===== config.mk =====
export PLATFORM = sky130hd
export DESIGN_NAME = asr_regs
export DESIGN_NICKNAME = d
export VERILOG_FILES = /design/src/design/asr_regs.v /design/src/design/asr_sync.v
export VERILOG_INCLUDE_DIRS = /design/src /design/src/common
export SDC_FILE = /design/constraint.sdc
export NUM_CORES = 1
export LEC_CHECK = 0
export ABC_AREA = 1
export BUFFER_PORTS_ARGS = -buffer_cell sky130_fd_sc_hd__buf_2
export CORE_ASPECT_RATIO = 1.5
export CORE_UTILIZATION = 47
export DETAILED_ROUTE_END_ITERATION = 7
export PLACE_DENSITY = 0.72
export SYNTH_ARGS = -nofsm -noshare
export SYNTH_HDL_FRONTEND = slang
export SYNTH_SLANG_ARGS = --single-unit

===== constraint.sdc =====
create_clock -name clk -period 1.2 [get_ports clk]
set_input_delay 0.3 -clock clk [delete_from_list [all_inputs] [get_ports clk]]
set_output_delay 0.3 -clock clk [all_outputs]
set_load 0.01 [all_outputs]

===== src/common/asr_map.vh =====
`ifndef ASR_MAP_VH
`define ASR_MAP_VH
// =====================================================
// register addresses
`define ASR_ADDR_STATUS 5'h01
`define ASR_ADDR_RATE 5'h02
`define ASR_ADDR_TIMING 5'h03
// =====================================================
// reset values
`define ASR_RST_STATUS 8'h01
`define ASR_RST_RATE 8'h24
`define ASR_RST_TIMING 8'h01
`define ASR_RST_DR 4'h4
`define ASR_RST_FILT 3'h4
`define ASR_RST_CHOP 2'h0
`define ASR_RST_CONV 1'b0
`define ASR_RST_DLY 4'h1
`define ASR_RST_CLK 1'b0
// =====================================================
// status bit positions
`define ASR_ST_LOCK 7
`define ASR_ST_CSUM 6
`define ASR_ST_AMPL 5
`define ASR_ST_AMPH 4
`define ASR_ST_VREF 3
`define ASR_ST_NEW 2
`define ASR_ST_CLK 1
`define ASR_ST_RST 0
// =====================================================
// field positions
`define ASR_RATE_HI 6
`define ASR_RATE_LO 3
`define ASR_FILT_HI 2
`define ASR_FILT_LO 0
`define ASR_CHOP_HI 6
`define ASR_CHOP_LO 5
`define ASR_CONV_BIT 4
`define ASR_DLY_HI 3
`define ASR_DLY_LO 0
`define ASR_RSVD_BIT 7
// =====================================================
// field limits and commands
`define ASR_RATE_MAX 4'hC
`define ASR_FILT_MAX 3'h4
`define ASR_DLY_MAX 4'hD
`define ASR_CMD_LOCK 8'hF2
`define ASR_CMD_UNLOCK 8'hF5
`endif


===== src/design/asr_regs.v =====
`timescale 1ns/1ns
`include "asr_map.vh"
// Functional notes
// status bit 7 shows write lock: set by protect, cleared by release
// status bit 6 sets on checksum error, stays until host writes clear
// status bit 5 sets on amp low alarm, clears at conversion start
// status bit 4 sets on amp high alarm, clears at conversion start
// status bit 3 sets on reference low alarm, clears at conversion start
// status bit 2 shows new result since last data read, 0 after reset
// status bit 1 shows clock source, 1 external, 0 internal
// status bit 0 set by reset, host clears by writing 0
// rate byte bits 6:3 select output rate, default 20 sps
// rate byte bits 2:0 select decimation filter, default FIR
// timing byte at 03h: chop 6:5, mode 4, delay 3:0, reset 01h
// host writes 0 to reserved bit 7 of both mode bytes
// chop field selects normal, chopped, two- or four-wire excitation
// conversion mode bit: 0 continuous, 1 one-shot
// delay field inserts start delay; codes 1110 and 1111 reserved
// writes blocked after F2h command, allowed after F5h; reads allowed
module asr_regs (
   input wire clk,
   input wire rstn,
   input wire ce,
   input wire cmd_valid,
   input wire [7:0] cmd_byte,
   input wire wr_en,
   input wire rd_en,
   input wire [4:0] addr,
   input wire [7:0] wr_data,
   input wire checksum_error,
   input wire amp_low_alarm,
   input wire amp_high_alarm,
   input wire vref_low_alarm,
   input wire conv_start,
   input wire conv_done,
   input wire data_read,
   input wire ext_clock_present,
   output reg [7:0] rd_data,
   output reg rd_valid,
   output reg wr_refused,
   output reg [3:0] sample_rate_sel,
   output reg [2:0] filter_sel,
   output reg [1:0] chop_sel,
   output reg conversion_mode_sel,
   output reg [3:0] start_delay_sel
);
   // =====================================================
   // pin synchronisers for alarm and clock detect levels
   wire [3:0] pin_q;
   asr_sync #(
      .WIDTH(4)
   ) u_sync (
      .clk(clk),
      .rstn(rstn),
      .ce(ce),
      .d({ext_clock_present, vref_low_alarm, amp_high_alarm,
         amp_low_alarm}),
      .q(pin_q)
   );
   wire amp_low_s = pin_q[0];
   wire amp_high_s = pin_q[1];
   wire vref_low_s = pin_q[2];
   wire ext_clk_s = pin_q[3];

   // =====================================================
   // state
   localparam NUM_ALARM = 3;
   reg lock_reg;
   reg lock_next;
   reg checksum_error_flag_reg;
   reg checksum_error_flag_next;
   reg new_sample_flag_reg;
   reg new_sample_flag_next;
   reg clock_src_reg;
   reg reset_flag_reg;
   reg reset_flag_next;
   reg [7:0] rate_filter_config_reg;
   reg [7:0] rate_filter_config_next;
   reg [7:0] conversion_timing_config_reg;
   reg [7:0] conversion_timing_config_next;
   reg [7:0] rd_next;
   wire [NUM_ALARM-1:0] alarm_pin_s;
   wire [NUM_ALARM-1:0] alarm_flag_q;

   // =====================================================
   // write decode
   wire wr_ok = wr_en && !lock_reg;
   wire wr_status = wr_ok && (addr == `ASR_ADDR_STATUS);
   wire wr_rate = wr_ok && (addr == `ASR_ADDR_RATE);
   wire wr_timing = wr_ok && (addr == `ASR_ADDR_TIMING);

   // alarm pins in status order: amp low, amp high, reference low
   assign alarm_pin_s = {amp_low_s, amp_high_s, vref_low_s};

   wire [7:0] status_now = {lock_reg, checksum_error_flag_reg,
      alarm_flag_q, new_sample_flag_reg, clock_src_reg, reset_flag_reg};

   // =====================================================
   // read mux, unmapped addresses read zero
   always @* begin
      case (addr)
         `ASR_ADDR_STATUS: begin
            rd_next = status_now;
         end
         `ASR_ADDR_RATE: begin
            rd_next = rate_filter_config_reg;
         end
         `ASR_ADDR_TIMING: begin
            rd_next = conversion_timing_config_reg;
         end
         default: begin
            rd_next = 8'h00;
         end
      endcase
   end

   // =====================================================
   // alarm flags
   // set wins over conversion start; sticky after the pin drops
   genvar k;
   generate
      for (k = 0; k < NUM_ALARM; k = k + 1) begin : g_alarm
         reg flag_reg;
         reg flag_next;
         always @* begin
            flag_next = flag_reg;
            if (alarm_pin_s[k]) begin
               flag_next = 1'b1;
            end else if (conv_start) begin
               flag_next = 1'b0;
            end
         end
         always @(posedge clk or negedge rstn) begin
            if (!rstn) begin
               flag_reg <= 1'b0;
            end else if (ce) begin
               flag_reg <= flag_next;
            end
         end
         assign alarm_flag_q[k] = flag_reg;
      end
   endgenerate

   // =====================================================
   // lock commands
   always @* begin
      lock_next = lock_reg;
      if (cmd_valid && cmd_byte == `ASR_CMD_LOCK) begin
         lock_next = 1'b1;
      end else if (cmd_valid && cmd_byte == `ASR_CMD_UNLOCK) begin
         lock_next = 1'b0;
      end
   end

   always @(posedge clk or negedge rstn) begin
      if (!rstn) begin
         lock_reg <= 1'b0;
      end else if (ce) begin
         lock_reg <= lock_next;
      end
   end

   // =====================================================
   // refuse locked writes
   always @(posedge clk or negedge rstn) begin
      if (!rstn) begin
         wr_refused <= 1'b0;
      end else if (ce) begin
         wr_refused <= wr_en && lock_reg;
      end
   end

   // =====================================================
   // sticky checksum, set wins
   always @* begin
      checksum_error_flag_next = checksum_error_flag_reg;
      if (checksum_error) begin
         checksum_error_flag_next = 1'b1;
      end else if (wr_status && !wr_data[`ASR_ST_CSUM]) begin
         checksum_error_flag_next = 1'b0;
      end
   end

   always @(posedge clk or negedge rstn) begin
      if (!rstn) begin
         checksum_error_flag_reg <= 1'b0;
      end else if (ce) begin
         checksum_error_flag_reg <= checksum_error_flag_next;
      end
   end

   // =====================================================
   // new sample since read, set wins
   always @* begin
      new_sample_flag_next = new_sample_flag_reg;
      if (conv_done) begin
         new_sample_flag_next = 1'b1;
      end else if (data_read) begin
         new_sample_flag_next = 1'b0;
      end
   end

   always @(posedge clk or negedge rstn) begin
      if (!rstn) begin
         new_sample_flag_reg <= 1'b0;
      end else if (ce) begin
         new_sample_flag_reg <= new_sample_flag_next;
      end
   end

   // =====================================================
   // clock source follows detect
   always @(posedge clk or negedge rstn) begin
      if (!rstn) begin
         clock_src_reg <= `ASR_RST_CLK;
      end else if (ce) begin
         clock_src_reg <= ext_clk_s;
      end
   end

   // =====================================================
   // host clears reset flag
   always @* begin
      reset_flag_next = reset_flag_reg;
      if (wr_status && !wr_data[`ASR_ST_RST]) begin
         reset_flag_next = 1'b0;
      end
   end

   always @(posedge clk or negedge rstn) begin
      if (!rstn) begin
         reset_flag_reg <= 1'b1;
      end else if (ce) begin
         reset_flag_reg <= reset_flag_next;
      end
   end

   // =====================================================
   // rate and filter byte, stored as written
   always @* begin
      rate_filter_config_next = rate_filter_config_reg;
      if (wr_rate) begin
         rate_filter_config_next = wr_data;
      end
   end

   always @(posedge clk or negedge rstn) begin
      if (!rstn) begin
         rate_filter_config_reg <= `ASR_RST_RATE;
      end else if (ce) begin
         rate_filter_config_reg <= rate_filter_config_next;
      end
   end

   // =====================================================
   // timing byte, stored as written
   always @* begin
      conversion_timing_config_next = conversion_timing_config_reg;
      if (wr_timing) begin
         conversion_timing_config_next = wr_data;
      end
   end

   always @(posedge clk or negedge rstn) begin
      if (!rstn) begin
         conversion_timing_config_reg <= `ASR_RST_TIMING;
      end else if (ce) begin
         conversion_timing_config_reg <= conversion_timing_config_next;
      end
   end

   // =====================================================
   // field outputs
   // registered copies, updated with the byte they come from
   always @(posedge clk or negedge rstn) begin
      if (!rstn) begin
         sample_rate_sel <= `ASR_RST_DR;
         filter_sel <= `ASR_RST_FILT;
         chop_sel <= `ASR_RST_CHOP;
         conversion_mode_sel <= `ASR_RST_CONV;
         start_delay_sel <= `ASR_RST_DLY;
      end else if (ce) begin
         sample_rate_sel <=
            rate_filter_config_next[`ASR_RATE_HI:`ASR_RATE_LO];
         filter_sel <=
            rate_filter_config_next[`ASR_FILT_HI:`ASR_FILT_LO];
         chop_sel <=
            conversion_timing_config_next[`ASR_CHOP_HI:`ASR_CHOP_LO];
         conversion_mode_sel <=
            conversion_timing_config_next[`ASR_CONV_BIT];
         start_delay_sel <=
            conversion_timing_config_next[`ASR_DLY_HI:`ASR_DLY_LO];
      end
   end

   // =====================================================
   // read port, reads allowed while locked
   always @(posedge clk or negedge rstn) begin
      if (!rstn) begin
         rd_data <= 8'h00;
         rd_valid <= 1'b0;
      end else if (ce) begin
         rd_valid <= rd_en;
         if (rd_en) begin
            rd_data <= rd_next;
         end
      end
   end
endmodule // asr_regs


===== src/design/asr_sync.v =====
`timescale 1ns/1ns
// =====================================================
// two flip-flop level synchroniser, one per bit
module asr_sync #(
   parameter WIDTH = 4
) (
   input wire clk,
   input wire rstn,
   input wire ce,
   input wire [WIDTH-1:0] d,
   output wire [WIDTH-1:0] q
);
   genvar i;
   generate
      for (i = 0; i < WIDTH; i = i + 1) begin : g_bit
         reg meta_reg;
         reg out_reg;
         always @(posedge clk or negedge rstn) begin
            if (!rstn) begin
               meta_reg <= 1'b0;
               out_reg <= 1'b0;
            end else if (ce) begin
               meta_reg <= d[i];
               out_reg <= meta_reg;
            end
         end
         assign q[i] = out_reg;
      end
   endgenerate
endmodule // asr_sync


After elaboration in Yosys (flattened, before gate mapping)
Index checks and enable logic that the tools add are counted.
W data, S select, Z words.
{"block": "totals", "regBits": 56, "inputBits": 35, "output_inout_bits": 24, "wordCells": 74}
{"block": "op_classes", "n_eq_ne": 5, "muxes": 13, "reduce_logical": 28}
{"operator": "$pmux W8 S3", "count": 1}
{"operator": "$reduce_and A2 Y1", "count": 10}
{"operator": "$eq A8 B8 Y1 const B", "count": 2}
{"operator": "$mux W7", "count": 2}
{"operator": "$reduce_bool A2 Y1", "count": 6}
{"operator": "$eq A5 B2 Y1 const B", "count": 2}
{"operator": "$mux W1", "count": 10}
{"operator": "$logic_and A1 B1 Y1", "count": 9}
{"operator": "$eq A5 B1 Y1 const B", "count": 1}
{"operator": "$logic_not A1 Y1", "count": 3}

Logic depth before layout (Yosys ltp)
Gate-level depths: netlist of the first run.
{"block": "logic_depth", "ltp_word": 6, "depth_mapped": 7, "ltp_nobuf": 7}

Cells and area by module
Synthesis of the first run repeated with hierarchy kept, for this count alone.
{"block": "unflattened", "hier_cells": 237, "hier_area_um2": 2167.1}
{"mod": "asr_regs", "n_inst": 1, "cells_each": 199, "area_per_inst_um2": 1831.8, "seq_area_each_um2": 855.8}
{"mod": "asr_sync", "n_inst": 1, "cells_each": 38, "area_per_inst_um2": 335.3, "seq_area_each_um2": 200.2}

Worst setup path after synthesis of the first run
Ideal clock, no wire load.
{"block": "synth_path", "kind": "reg-to-reg", "startpoint": "register lock_reg", "endpoint": "register rate_filter_config_reg[3]", "setup_time_ns": 0.073, "arrival_time_ns": 1.066, "required_ns": 1.127, "path_slack_ns": 0.061, "stages_incl_launch_ff": 7, "path_buffers": 1, "period_less_slack_ns": 1.139, "cell_sequence": "dfrtp_1 > nor2_4 > inv_2 > nor2_4 > buf_6 > nor2_1 > a21oi_2"}
{"block": "synth_between", "elab_chain_cells": 4}
{"element": "from (decl)", "line_no": "asr_regs.v:68", "source": "reg lock_reg;"}
{"element": "from (signal assigned)", "line_no": "asr_regs.v:159", "source": "lock_reg <= lock_next;"}
{"element": "$logic_not A1 Y1", "line_no": "asr_regs.v:87", "source": "wire wr_ok = wr_en && !lock_reg;"}
{"element": "$logic_and A1 B1 Y1", "line_no": "asr_regs.v:87"}
{"element": "$logic_and A1 B1 Y1", "line_no": "asr_regs.v:89", "source": "wire wr_rate = wr_ok && (addr == `ASR_ADDR_RATE);"}
{"element": "$mux W7", "line_no": "asr_regs.v:242", "source": "if (wr_rate) begin"}
{"element": "to (signal assigned)", "line_no": "asr_regs.v:249", "source": "rate_filter_config_reg <= `ASR_RST_RATE;"}
{"element": "to (signal assigned)", "line_no": "asr_regs.v:251", "source": "rate_filter_config_reg <= rate_filter_config_next;"}
{"element": "to (decl)", "line_no": "asr_regs.v:77", "source": "reg [7:0] rate_filter_config_reg;"}
No other way between the ends.
A chain may end at the register's enable or synchronous reset.

==> impl_metrics.tcl, run 1 <==
set metrics [dict create \
    status "finished with violations" \
    violations "setup timing" \
    syn-instance-count 236 \
    grt_setup_unrepaired "true" \
    p_per_area_mw_per_mm2 1370 \
    max-cap-violations 0 \
    fp-row-count 29 \
    grt_use_met3 0.0419 \
    fmax_mhz 807 \
    antennaDiodeCount 0 \
    grt_util_met1 0.260 \
    crit_fanout 2 \
    antenna_found_initial 0 \
    die_w_um 56.5 \
    ys_seq_elements 42 \
    firstDrtPassIters 4 \
    final_max_slew_viol_count 0 \
    cts_tree "built" \
    start_util 0.494 \
    finalSetupViolCount 3 \
    globalRouteTotalUtil 0.209 \
    synth.avg_cell_area_um2 8.89 \
    cts.clk_slew.worst_paths_ns 0.08 \
    cts.sinks 42 \
    r2r_cells 6 \
    busiest_layer "met2" \
    vias 1782 \
    final_cell_count_no_fill 349 \
    r2r_slack_ns 0.05 \
    clockBufferDepth 2 \
    core_area_mm2 0.00425 \
    placed_cells 334 \
    crit_arrival_ns 0.94 \
    nFillCells 383 \
    endpoint_kind "primary output" \
    dp_hpwl_um 3430 \
    synth_cell_types 24 \
    synth_seq_area_share 0.504 \
    r2r_start "lock_reg" \
    h-tree-depth 2 \
    hp-class "input port to flip-flop" \
    crit_chain "buf_6" \
    cp_top_family "flip-flops" \
    crit_type "flip-flop to primary output" \
    worst-path-buf-inv 1 \
    root_buffer "clkbuf_8" \
    die_area_mm2 0.00474 \
    io_buffers 58 \
    drc_errors 0 \
    vias_per_cell 5.11 \
    grt_remaining_overflow 0 \
    synth_nets 271 \
    final.period_utilization 1.03 \
    ir_worst_vdd_v 0.00136 \
    gp_congestion 0.914 \
    grt_max_degree 43 \
    die_height_um 83.8 \
    fin_ws_ns -0.0390 \
    layout-drive-gt1-share 0.380 \
    fin_crit_ns 1.24 \
    syn_area_mm2 0.00210 \
    tightest_slew_ns 0.219 \
    num_io_pins 59 \
    slowest_stage "dfstp_2" \
    ys_warn_count 0 \
    met2_usage 0.349 \
    syn2layout_area_growth_pct 28.9 \
    hp-start "amp_low_alarm" \
    worstPathRequired_ns 0.90 \
    grt_pass1_wl_um 7600 \
    ant_nets 0 \
    r2r-end "conversion_timing_config_reg[2]" \
    max_stage_delay_ns 0.55 \
    wirelength_um 4630 \
    hold_viol 0 \
    drtIter0Drc 44 \
    cp-start-kind "flip-flop" \
    tns_ns -0.0947 \
    fin_skew_ns 0.00476 \
    wire_per_inst_um 13.3 \
    cts_made_buffers 5 \
    insertion_delay_ns 0.29 \
    worstHoldPathCells 3 \
    post-route-util 0.637 \
    leakagePower_nw 1.46 \
    num-nets-final 337 \
    grt_pass1_vias 1678 \
    relSlewSlack 0.854 \
    hold_path_end "u_sync.g_bit[0].meta_reg" \
]
==> layout by cell type, fill, tap and decap left out, types with 2 or more instances in the layout <==
| cell | synthesis | routed |
|---|---|---|
| clkbuf_8 | 0 | 6 |
| buf_2 | 4 | 55 |
| dfrtp_1 | 38 | 38 |
| nand3_1 | 11 | 11 |
| nor2_8 | 2 | 2 |
| a21oi_1 | 6 | 6 |
| a21oi_2 | 2 | 2 |
| nand4_1 | 26 | 26 |
| nand2_1 | 68 | 68 |
| o21ai_0 | 8 | 8 |
| nor2_4 | 3 | 3 |
| o21ai_2 | 8 | 8 |
| bufinv_16 | 0 | 2 |
| buf_4 | 13 | 16 |
| dfstp_2 | 4 | 4 |
| buf_6 | 3 | 3 |
| buf_12 | 0 | 5 |
| nor2_1 | 12 | 12 |
| inv_2 | 4 | 4 |
| nand2_2 | 2 | 2 |
| inv_1 | 16 | 16 |
==> power by group <==
part | internal [mW] | switching [mW] | total, mW
Clock | 0.887 | 0.479 | 1.37
Combinational | 0.300 | 0.337 | 0.637
Sequential | 1.58 | 0.117 | 1.70
Total | 2.77 | 0.933 | 3.70
==> logic make-up after synthesis <==
logic type             count (synthesis)  synth area share
buffers and inverters                 42             0.112
DFF                                   42             0.504
and+or+nand+nor                      127             0.305
AOI/OAI and AO/OA                     25            0.0794
==> metal layers <==
layer | vias to the layer above | share of wire
li1 | 897 | -
met1 | 822 | 0.40
met2 | 52 | 0.53
met3 | 11 | 0.040
met4 | 0 | 0.025
met5 | - | 0
==> tightest hold or removal path, delay by kind of cell <==
kind,cells,cell delay [ns]
buf+inv,1,0.07
simple gates,2,0.09
==> through the flow <==
step / hold slack, ns / setup WS (ns) / instance area (um^2) / power [mW]
3_3_place_gp: 0.286 / -0.0155 / 2470 / 2.29
2_1_floorplan: 0.00441 / 0.0614 / 2100 / 2.10
3_5_place_dp: 0.286 / -0.0430 / 2470 / 2.31
4_1_cts: 0.195 / -0.0401 / 2660 / 3.72
5_1_grt: 0.196 / -0.0625 / 2700 / 3.87
6_report: 0.195 / -0.0390 / 2700 / 3.70
==> worst max-delay path by stage <==
stage / endpoint / start / slack, ns / cells after the start
after detailed placement: rate_filter_config_reg[1] / addr[3] / -0.04 / 7
after floorplan: rate_filter_config_reg[3] / lock_reg / 0.06 / 6
after CTS: sample_rate_sel[2] / rate_filter_config_reg[5] / -0.04 / 1
after global routing: start_delay_sel[0] / conversion_timing_config_reg[0] / -0.06 / 1
after global placement: conversion_timing_config_reg[6] / addr[0] / -0.02 / 7
final: start_delay_sel[0] / conversion_timing_config_reg[0] / -0.04 / 1
==> cell usage after synthesis, drive strengths merged <==
| cell type | count | area [um^2] |
|---|---|---|
| a22o | 1 | 8.76 |
| nor2 | 17 | 119 |
| nand4 | 27 | 184 |
| o21ai | 16 | 110 |
| dfstp | 4 | 105 |
| inv | 20 | 75.1 |
| dfrtp | 38 | 951 |
| nand2 | 70 | 268 |
| buf | 21 | 155 |
| clkbuf | 1 | 3.75 |
| nor3 | 1 | 5.00 |
| nand3 | 12 | 65.1 |
| a21oi | 8 | 47.6 |
==> what timing repair did <==
item,4_1_cts,5_1_grt
buffers inserted,3,2
hold buffers,1,0
pin swaps,0,1
setup endpoints to repair,3,8
hold endpoints to repair,38,0
resized for setup,3,0
cloned,0,1
==> layout make-up <==
| cell class | instances | area (um^2) | area share |
|---|---|---|---|
| flip-flops and latches | 42 | 1060 | 0.391 |
| multi-input cells | 152 | 807 | 0.299 |
| repair buffers | 81 | 564 | 0.209 |
| clock buffers | 6 | 82.6 | 0.0306 |
| inverters | 20 | 75.1 | 0.0278 |
| clock inverters | 2 | 60.1 | 0.0222 |
| well taps | 46 | 57.6 | 0.0213 |
(Power assumes the default switching activity.)
==> run 2, diff against run 1 <==
==> constraint.sdc (replaced) <==
create_clock -name clk -period 1.2 [get_ports clk]
set_input_delay 0.24 -clock clk [delete_from_list [all_inputs] [get_ports clk]]
set_output_delay 0.24 -clock clk [all_outputs]
set_load 0.01 [all_outputs]
==> run 2 against run 1 <==
  * The run now ends clean
  * Clock-buffer cell count increased by 1
  * Maximum frequency increased by 5.8%
  * Die area unchanged
  * Power decreased by 12%
  * Sequential share of layout area increased by 1.6 points
  * Sequential power about the same
  * Clock skew increased by 0.0016 ns
  * Via count decreased by 0.62%
  * Final cell count decreased by 1.1%
  * Routed wire length decreased by 4.0%
  * Register-to-register slack improved by 0.03 ns
  * Clock power decreased by 32%
  * Critical endpoint is now sample_rate_sel[2]
  * Largest cell class unchanged
  * Largest power group unchanged
==> impl_metrics.tcl, run 2 (synthesis results as in run 1) <==
set metrics [dict create \
    status "complete, no violations" \
    antennaDiodeCount 0 \
    crit_arrival_ns 0.93 \
    final.period_utilization 0.976 \
    hp-class "input port to flip-flop" \
    core_area_mm2 0.00425 \
    ir_worst_vdd_v 0.000898 \
    max_stage_delay_ns 0.54 \
    p_sw_mw 0.915 \
    worstHoldPathCells 3 \
    fin_skew_ns 0.00635 \
    die_area_mm2 0.00474 \
    comb_power_share 0.190 \
    root_buffer "clkbuf_8" \
    die_w_um 56.5 \
    layout_common_cells "nand2_1, buf_2, dfrtp_1" \
    r2r_cells 6 \
    leakagePower_nw 1.40 \
    finalSetupViolCount 0 \
    io_buffers 58 \
    start_util 0.494 \
    wire_per_inst_um 12.9 \
    fin_ws_ns 0.0293 \
    layout-drive-gt1-share 0.371 \
    gp_congestion 0.935 \
    worst-path-buf-inv 1 \
    cts_made_buffers 5 \
    post-route-util 0.611 \
    multiInputGateArea_um2 810 \
    h-tree-depth 2 \
    slowest_stage "dfstp_2" \
    nFillCells 390 \
    p_clk_frac 0.286 \
    cts.sinks 42 \
    final_common_cell "nand2_1" \
    clockBufferDepth 2 \
    cp-start-kind "flip-flop" \
    globalRouteTotalUtil 0.212 \
    num-nets-final 333 \
    endpoint_kind "primary output" \
    firstDrtPassIters 5 \
    p_per_area_mw_per_mm2 1250 \
    place_worst_setup_slack_ns 0.0256 \
    grt_max_degree 43 \
    grt_pass1_vias 1812 \
    grt_pass1_wl_um 7790 \
    cp_top_family "flip-flops" \
    grt_remaining_overflow 0 \
    crit_fanout 2 \
    cts.clk_slew.worst_paths_ns 0.08 \
    hold_viol 0 \
    final-seq-area_mm2 0.00106 \
    switching_share 0.282 \
    insertion_delay_ns 0.29 \
    final_max_slew_viol_count 0 \
    crit_type "flip-flop to primary output" \
    crit_chain "buf_6" \
    max-cap-violations 0 \
    grt_setup_unrepaired "true" \
    die_height_um 83.8 \
    ant_nets 0 \
    drtIter0Drc 54 \
    tightest_slew_ns 0.223 \
    vias_per_cell 5.13 \
    num_io_pins 59 \
    relSlewSlack 0.851 \
    vias 1771 \
    antenna_found_initial 0 \
    seq_power_share 0.523 \
    path_depth 1 \
    drc_errors 0 \
    syn2layout_area_growth_pct 23.7 \
    cts_tree "built" \
    wirelength_um 4440 \
    worstPathRequired_ns 0.96 \
    p_int_mw 2.34 \
    fp-row-count 29 \
    hold_ws_ns 0.143 \
    dp_hpwl_um 3360 \
    fmax_mhz 854 \
    fin_crit_ns 1.17 \
]
run 2: repair_timing:
action                     4_1_cts  5_1_grt
pin swaps                        0        1
cloned                           0        0
hold endpoints to repair        38        0
buffers inserted                 3        1
hold buffers                     1        0
setup endpoints to repair        3       12
gates resized for setup          0        4
run 2: area by class of cell:
type,instances,share of cell area
clock buffers,7,0.0333
repair buffers,77,0.194
well taps,46,0.0222
inverters,20,0.0289
clock inverters,1,0.00193
multi-input cells,152,0.312
flip-flops and latches,42,0.407
run 2: power by group through the flow:
stage | logic [mW] | registers (mW) | clock network [mW]
2_1_floorplan | 0.401 | 1.70 | 0
3_3_place_gp | 0.550 | 1.73 | 0
3_5_place_dp | 0.560 | 1.74 | 0
4_1_cts | 0.602 | 1.70 | 0.959
5_1_grt | 0.693 | 1.72 | 1.00
6_report | 0.618 | 1.70 | 0.931
run 2: routing by layer:
metal | wire, um | GRT usage | share of wire | vias up
met3 | 174 | 0.0372 | 0.039 | 12
met2 | 2370 | 0.376 | 0.53 | 45
met4 | 116 | 0.0953 | 0.026 | 0
met5 | 0 | 0 | 0 | -
li1 | - | - | - | 889
met1 | 1780 | 0.242 | 0.40 | 825
run 2: path summary, 6_finish.rpt:
| kind | from | to | slack (ns) |
|---|---|---|---|
| max in group asynchronous | rstn | rate_filter_config_reg[2] | 0.50 |
| worst min-delay path | vref_low_alarm | u_sync.g_bit[2].meta_reg | 0.14 |
| worst min register to register | reset_flag_reg | reset_flag_reg | 0.45 |
| worst max register to register | lock_reg | rate_filter_config_reg[4] | 0.08 |
| min in group asynchronous | rstn | rate_filter_config_reg[4] | 0.45 |
| worst max-delay path | rate_filter_config_reg[5] | sample_rate_sel[2] | 0.03 |
run 2: per-stage QoR:
| step | TNS (ns) | power (mW) | instance area (um^2) | instances |
|---|---|---|---|---|
| after CTS | 0 | 3.26 | 2560 | 344 |
| after global routing | -0.0192 | 3.41 | 2590 | 345 |
| final | 0 | 3.25 | 2590 | 345 |
| after global placement | 0 | 2.28 | 2440 | 332 |
| after floorplan | 0 | 2.10 | 2100 | 236 |
| after detailed placement | 0 | 2.30 | 2440 | 332 |
==> run 3, diff against run 2 <==
Settings changed: PLACE_DENSITY 0.72 to 0.77, SKIP_LAST_GASP set to 1.
==> run 3 against run 2 <==
  * Critical path depth is the same
  * Die area did not move
  * Cell area rose by 2.1%
  * Largest power group unchanged
  * Critical path type unchanged
  * Sequential power hardly changed
==> impl_metrics.tcl, run 3 (synthesis results as in run 1) <==
set metrics [dict create \
    fmax_mhz 844 \
    placed_cell_area_mm2 0.00245 \
    die_w_um 56.5 \
    antennaDiodeCount 0 \
    layout_common_cells "nand2_1, buf_2, dfrtp_1" \
    leakagePower_nw 1.42 \
    relSlewSlack 0.741 \
    grt_pass1_vias 1735 \
    post-route-util 0.624 \
    crit_arrival_ns 0.94 \
    max-cap-violations 0 \
    grt_pass1_wl_um 7790 \
    antenna_found_initial 0 \
    wire_per_inst_um 13.6 \
    nFillCells 388 \
    cp_top_family "flip-flops" \
    insertion_delay_ns 0.29 \
    io_buffers 58 \
    hp-start "vref_low_alarm" \
    core_area_mm2 0.00425 \
    cts.sinks 42 \
    fin_crit_ns 1.18 \
    die_height_um 83.8 \
    final_common_cell "nand2_1" \
    r2r-end "rate_filter_config_reg[7]" \
    worstPathRequired_ns 0.96 \
    vias 1834 \
    p_int_mw 2.35 \
    num-nets-final 334 \
    finalSetupViolCount 0 \
    globalRouteTotalUtil 0.214 \
    hp-class "input port to flip-flop" \
    final_max_slew_viol_count 0 \
    worstHoldPathCells 3 \
    max_stage_delay_ns 0.55 \
    crit_chain "buf_6" \
    p_per_area_mw_per_mm2 1240 \
    p_sw_mw 0.930 \
    hold_path_end "u_sync.g_bit[2].meta_reg" \
    final_cell_count_no_fill 346 \
    cts.clk_slew.worst_paths_ns 0.08 \
    cts_made_buffers 5 \
    final.period_utilization 0.987 \
    final_cell_area_mm2 0.00265 \
    seq_power_share 0.524 \
    die_area_mm2 0.00474 \
    root_buffer "clkbuf_8" \
    tightest_slew_ns 0.389 \
    worst-path-buf-inv 1 \
    syn2layout_area_growth_pct 26.3 \
    p_clk_frac 0.281 \
    slowest_stage "dfstp_2" \
    grt_setup_unrepaired "true" \
    vias_per_cell 5.30 \
    fin_skew_ns 0.00724 \
    endpoint_kind "primary output" \
    firstDrtPassIters 5 \
    ant_nets 0 \
    grt_max_degree 21 \
    layout-drive-gt1-share 0.393 \
    r2r_slack_ns 0.03 \
    crit_fanout 2 \
    crit_type "flip-flop to primary output" \
    wirelength_um 4710 \
    clockBufferDepth 2 \
    dp_hpwl_um 3450 \
    cp-start-kind "flip-flop" \
    placed_cells 331 \
    hold_viol 0 \
    drc_errors 0 \
    switching_share 0.284 \
    gp_congestion 0.832 \
    h-tree-depth 2 \
    fp-row-count 29 \
    cts_tree "built" \
    r2r_cells 6 \
    r2r_start "lock_reg" \
    status "complete, no violations" \
    num_io_pins 59 \
    drtIter0Drc 43 \
    tns_ns 0 \
    ir_worst_vdd_v 0.00106 \
    start_util 0.494 \
    comb_power_share 0.195 \
    grt_remaining_overflow 0 \
]
-- run 3: cell count changes in the layout (fill, tap and decap cells not counted), sizes merged --
| cell | delta |
|---|---|
| clkbuf | +1 |
-- run 3: timing repair --
action	in CTS	in global routing
gates resized for setup	0	10
setup buffers	3	2
pin swaps	0	2
cloned	0	1
endpoints found under the setup margin	3	11
hold buffers	1	0
endpoints found under the hold margin	11	0
-- run 3: area by class of cell --
| type | instances | area, um^2 | share of cell area |
|---|---|---|---|
| repair buffers | 78 | 542 | 0.205 |
| multi-input cells | 152 | 827 | 0.312 |
| well taps | 46 | 57.6 | 0.0217 |
| inverters | 20 | 75.1 | 0.0283 |
| clock inverters | 1 | 5.00 | 0.00189 |
| flip-flops and latches | 42 | 1060 | 0.399 |
| clock buffers | 7 | 86.3 | 0.0326 |
-- run 3: per-layer routing --
metal,share of wire,track usage,up-vias
met5,0,0,-
met4,0.038,0.122,0
met3,0.035,0.0419,14
met2,0.53,0.361,58
met1,0.39,0.247,868
li1,-,-,894
-- run 3: power by group through the flow --
stage | Combinational [mW] | Clock, mW | Sequential, mW
finish | 0.641 | 0.921 | 1.72
floorplan | 0.401 | 0 | 1.70
global route | 0.711 | 1.01 | 1.73
CTS | 0.606 | 0.941 | 1.70
global placement | 0.551 | 0 | 1.74
detailed placement | 0.566 | 0 | 1.74
-- run 3: worst max path at each step --
stage,startpoint,to,slack (ns),depth (start not counted)
after floorplan,lock_reg,rate_filter_config_reg[3],0.06,6
after global placement,addr[0],conversion_timing_config_reg[6],0.03,7
after detailed placement,addr[3],checksum_error_flag_reg,0.004,8
after CTS,rate_filter_config_reg[5],sample_rate_sel[2],0.01,1
after global routing,lock_reg,rate_filter_config_reg[7],-0.05,6
final,conversion_timing_config_reg[0],start_delay_sel[0],0.02,1
-- run 3: stage by stage --
step / setup WS, ns / total power, mW / hold WS (ns)
6_report: 0.0156 / 3.28 / 0.143
5_1_grt: -0.0534 / 3.46 / 0.151
4_1_cts: 0.0119 / 3.25 / 0.141
3_5_place_dp: 0.00355 / 2.31 / 0.179
3_3_place_gp: 0.0256 / 2.29 / 0.187
2_1_floorplan: 0.0614 / 2.10 / -0.0556
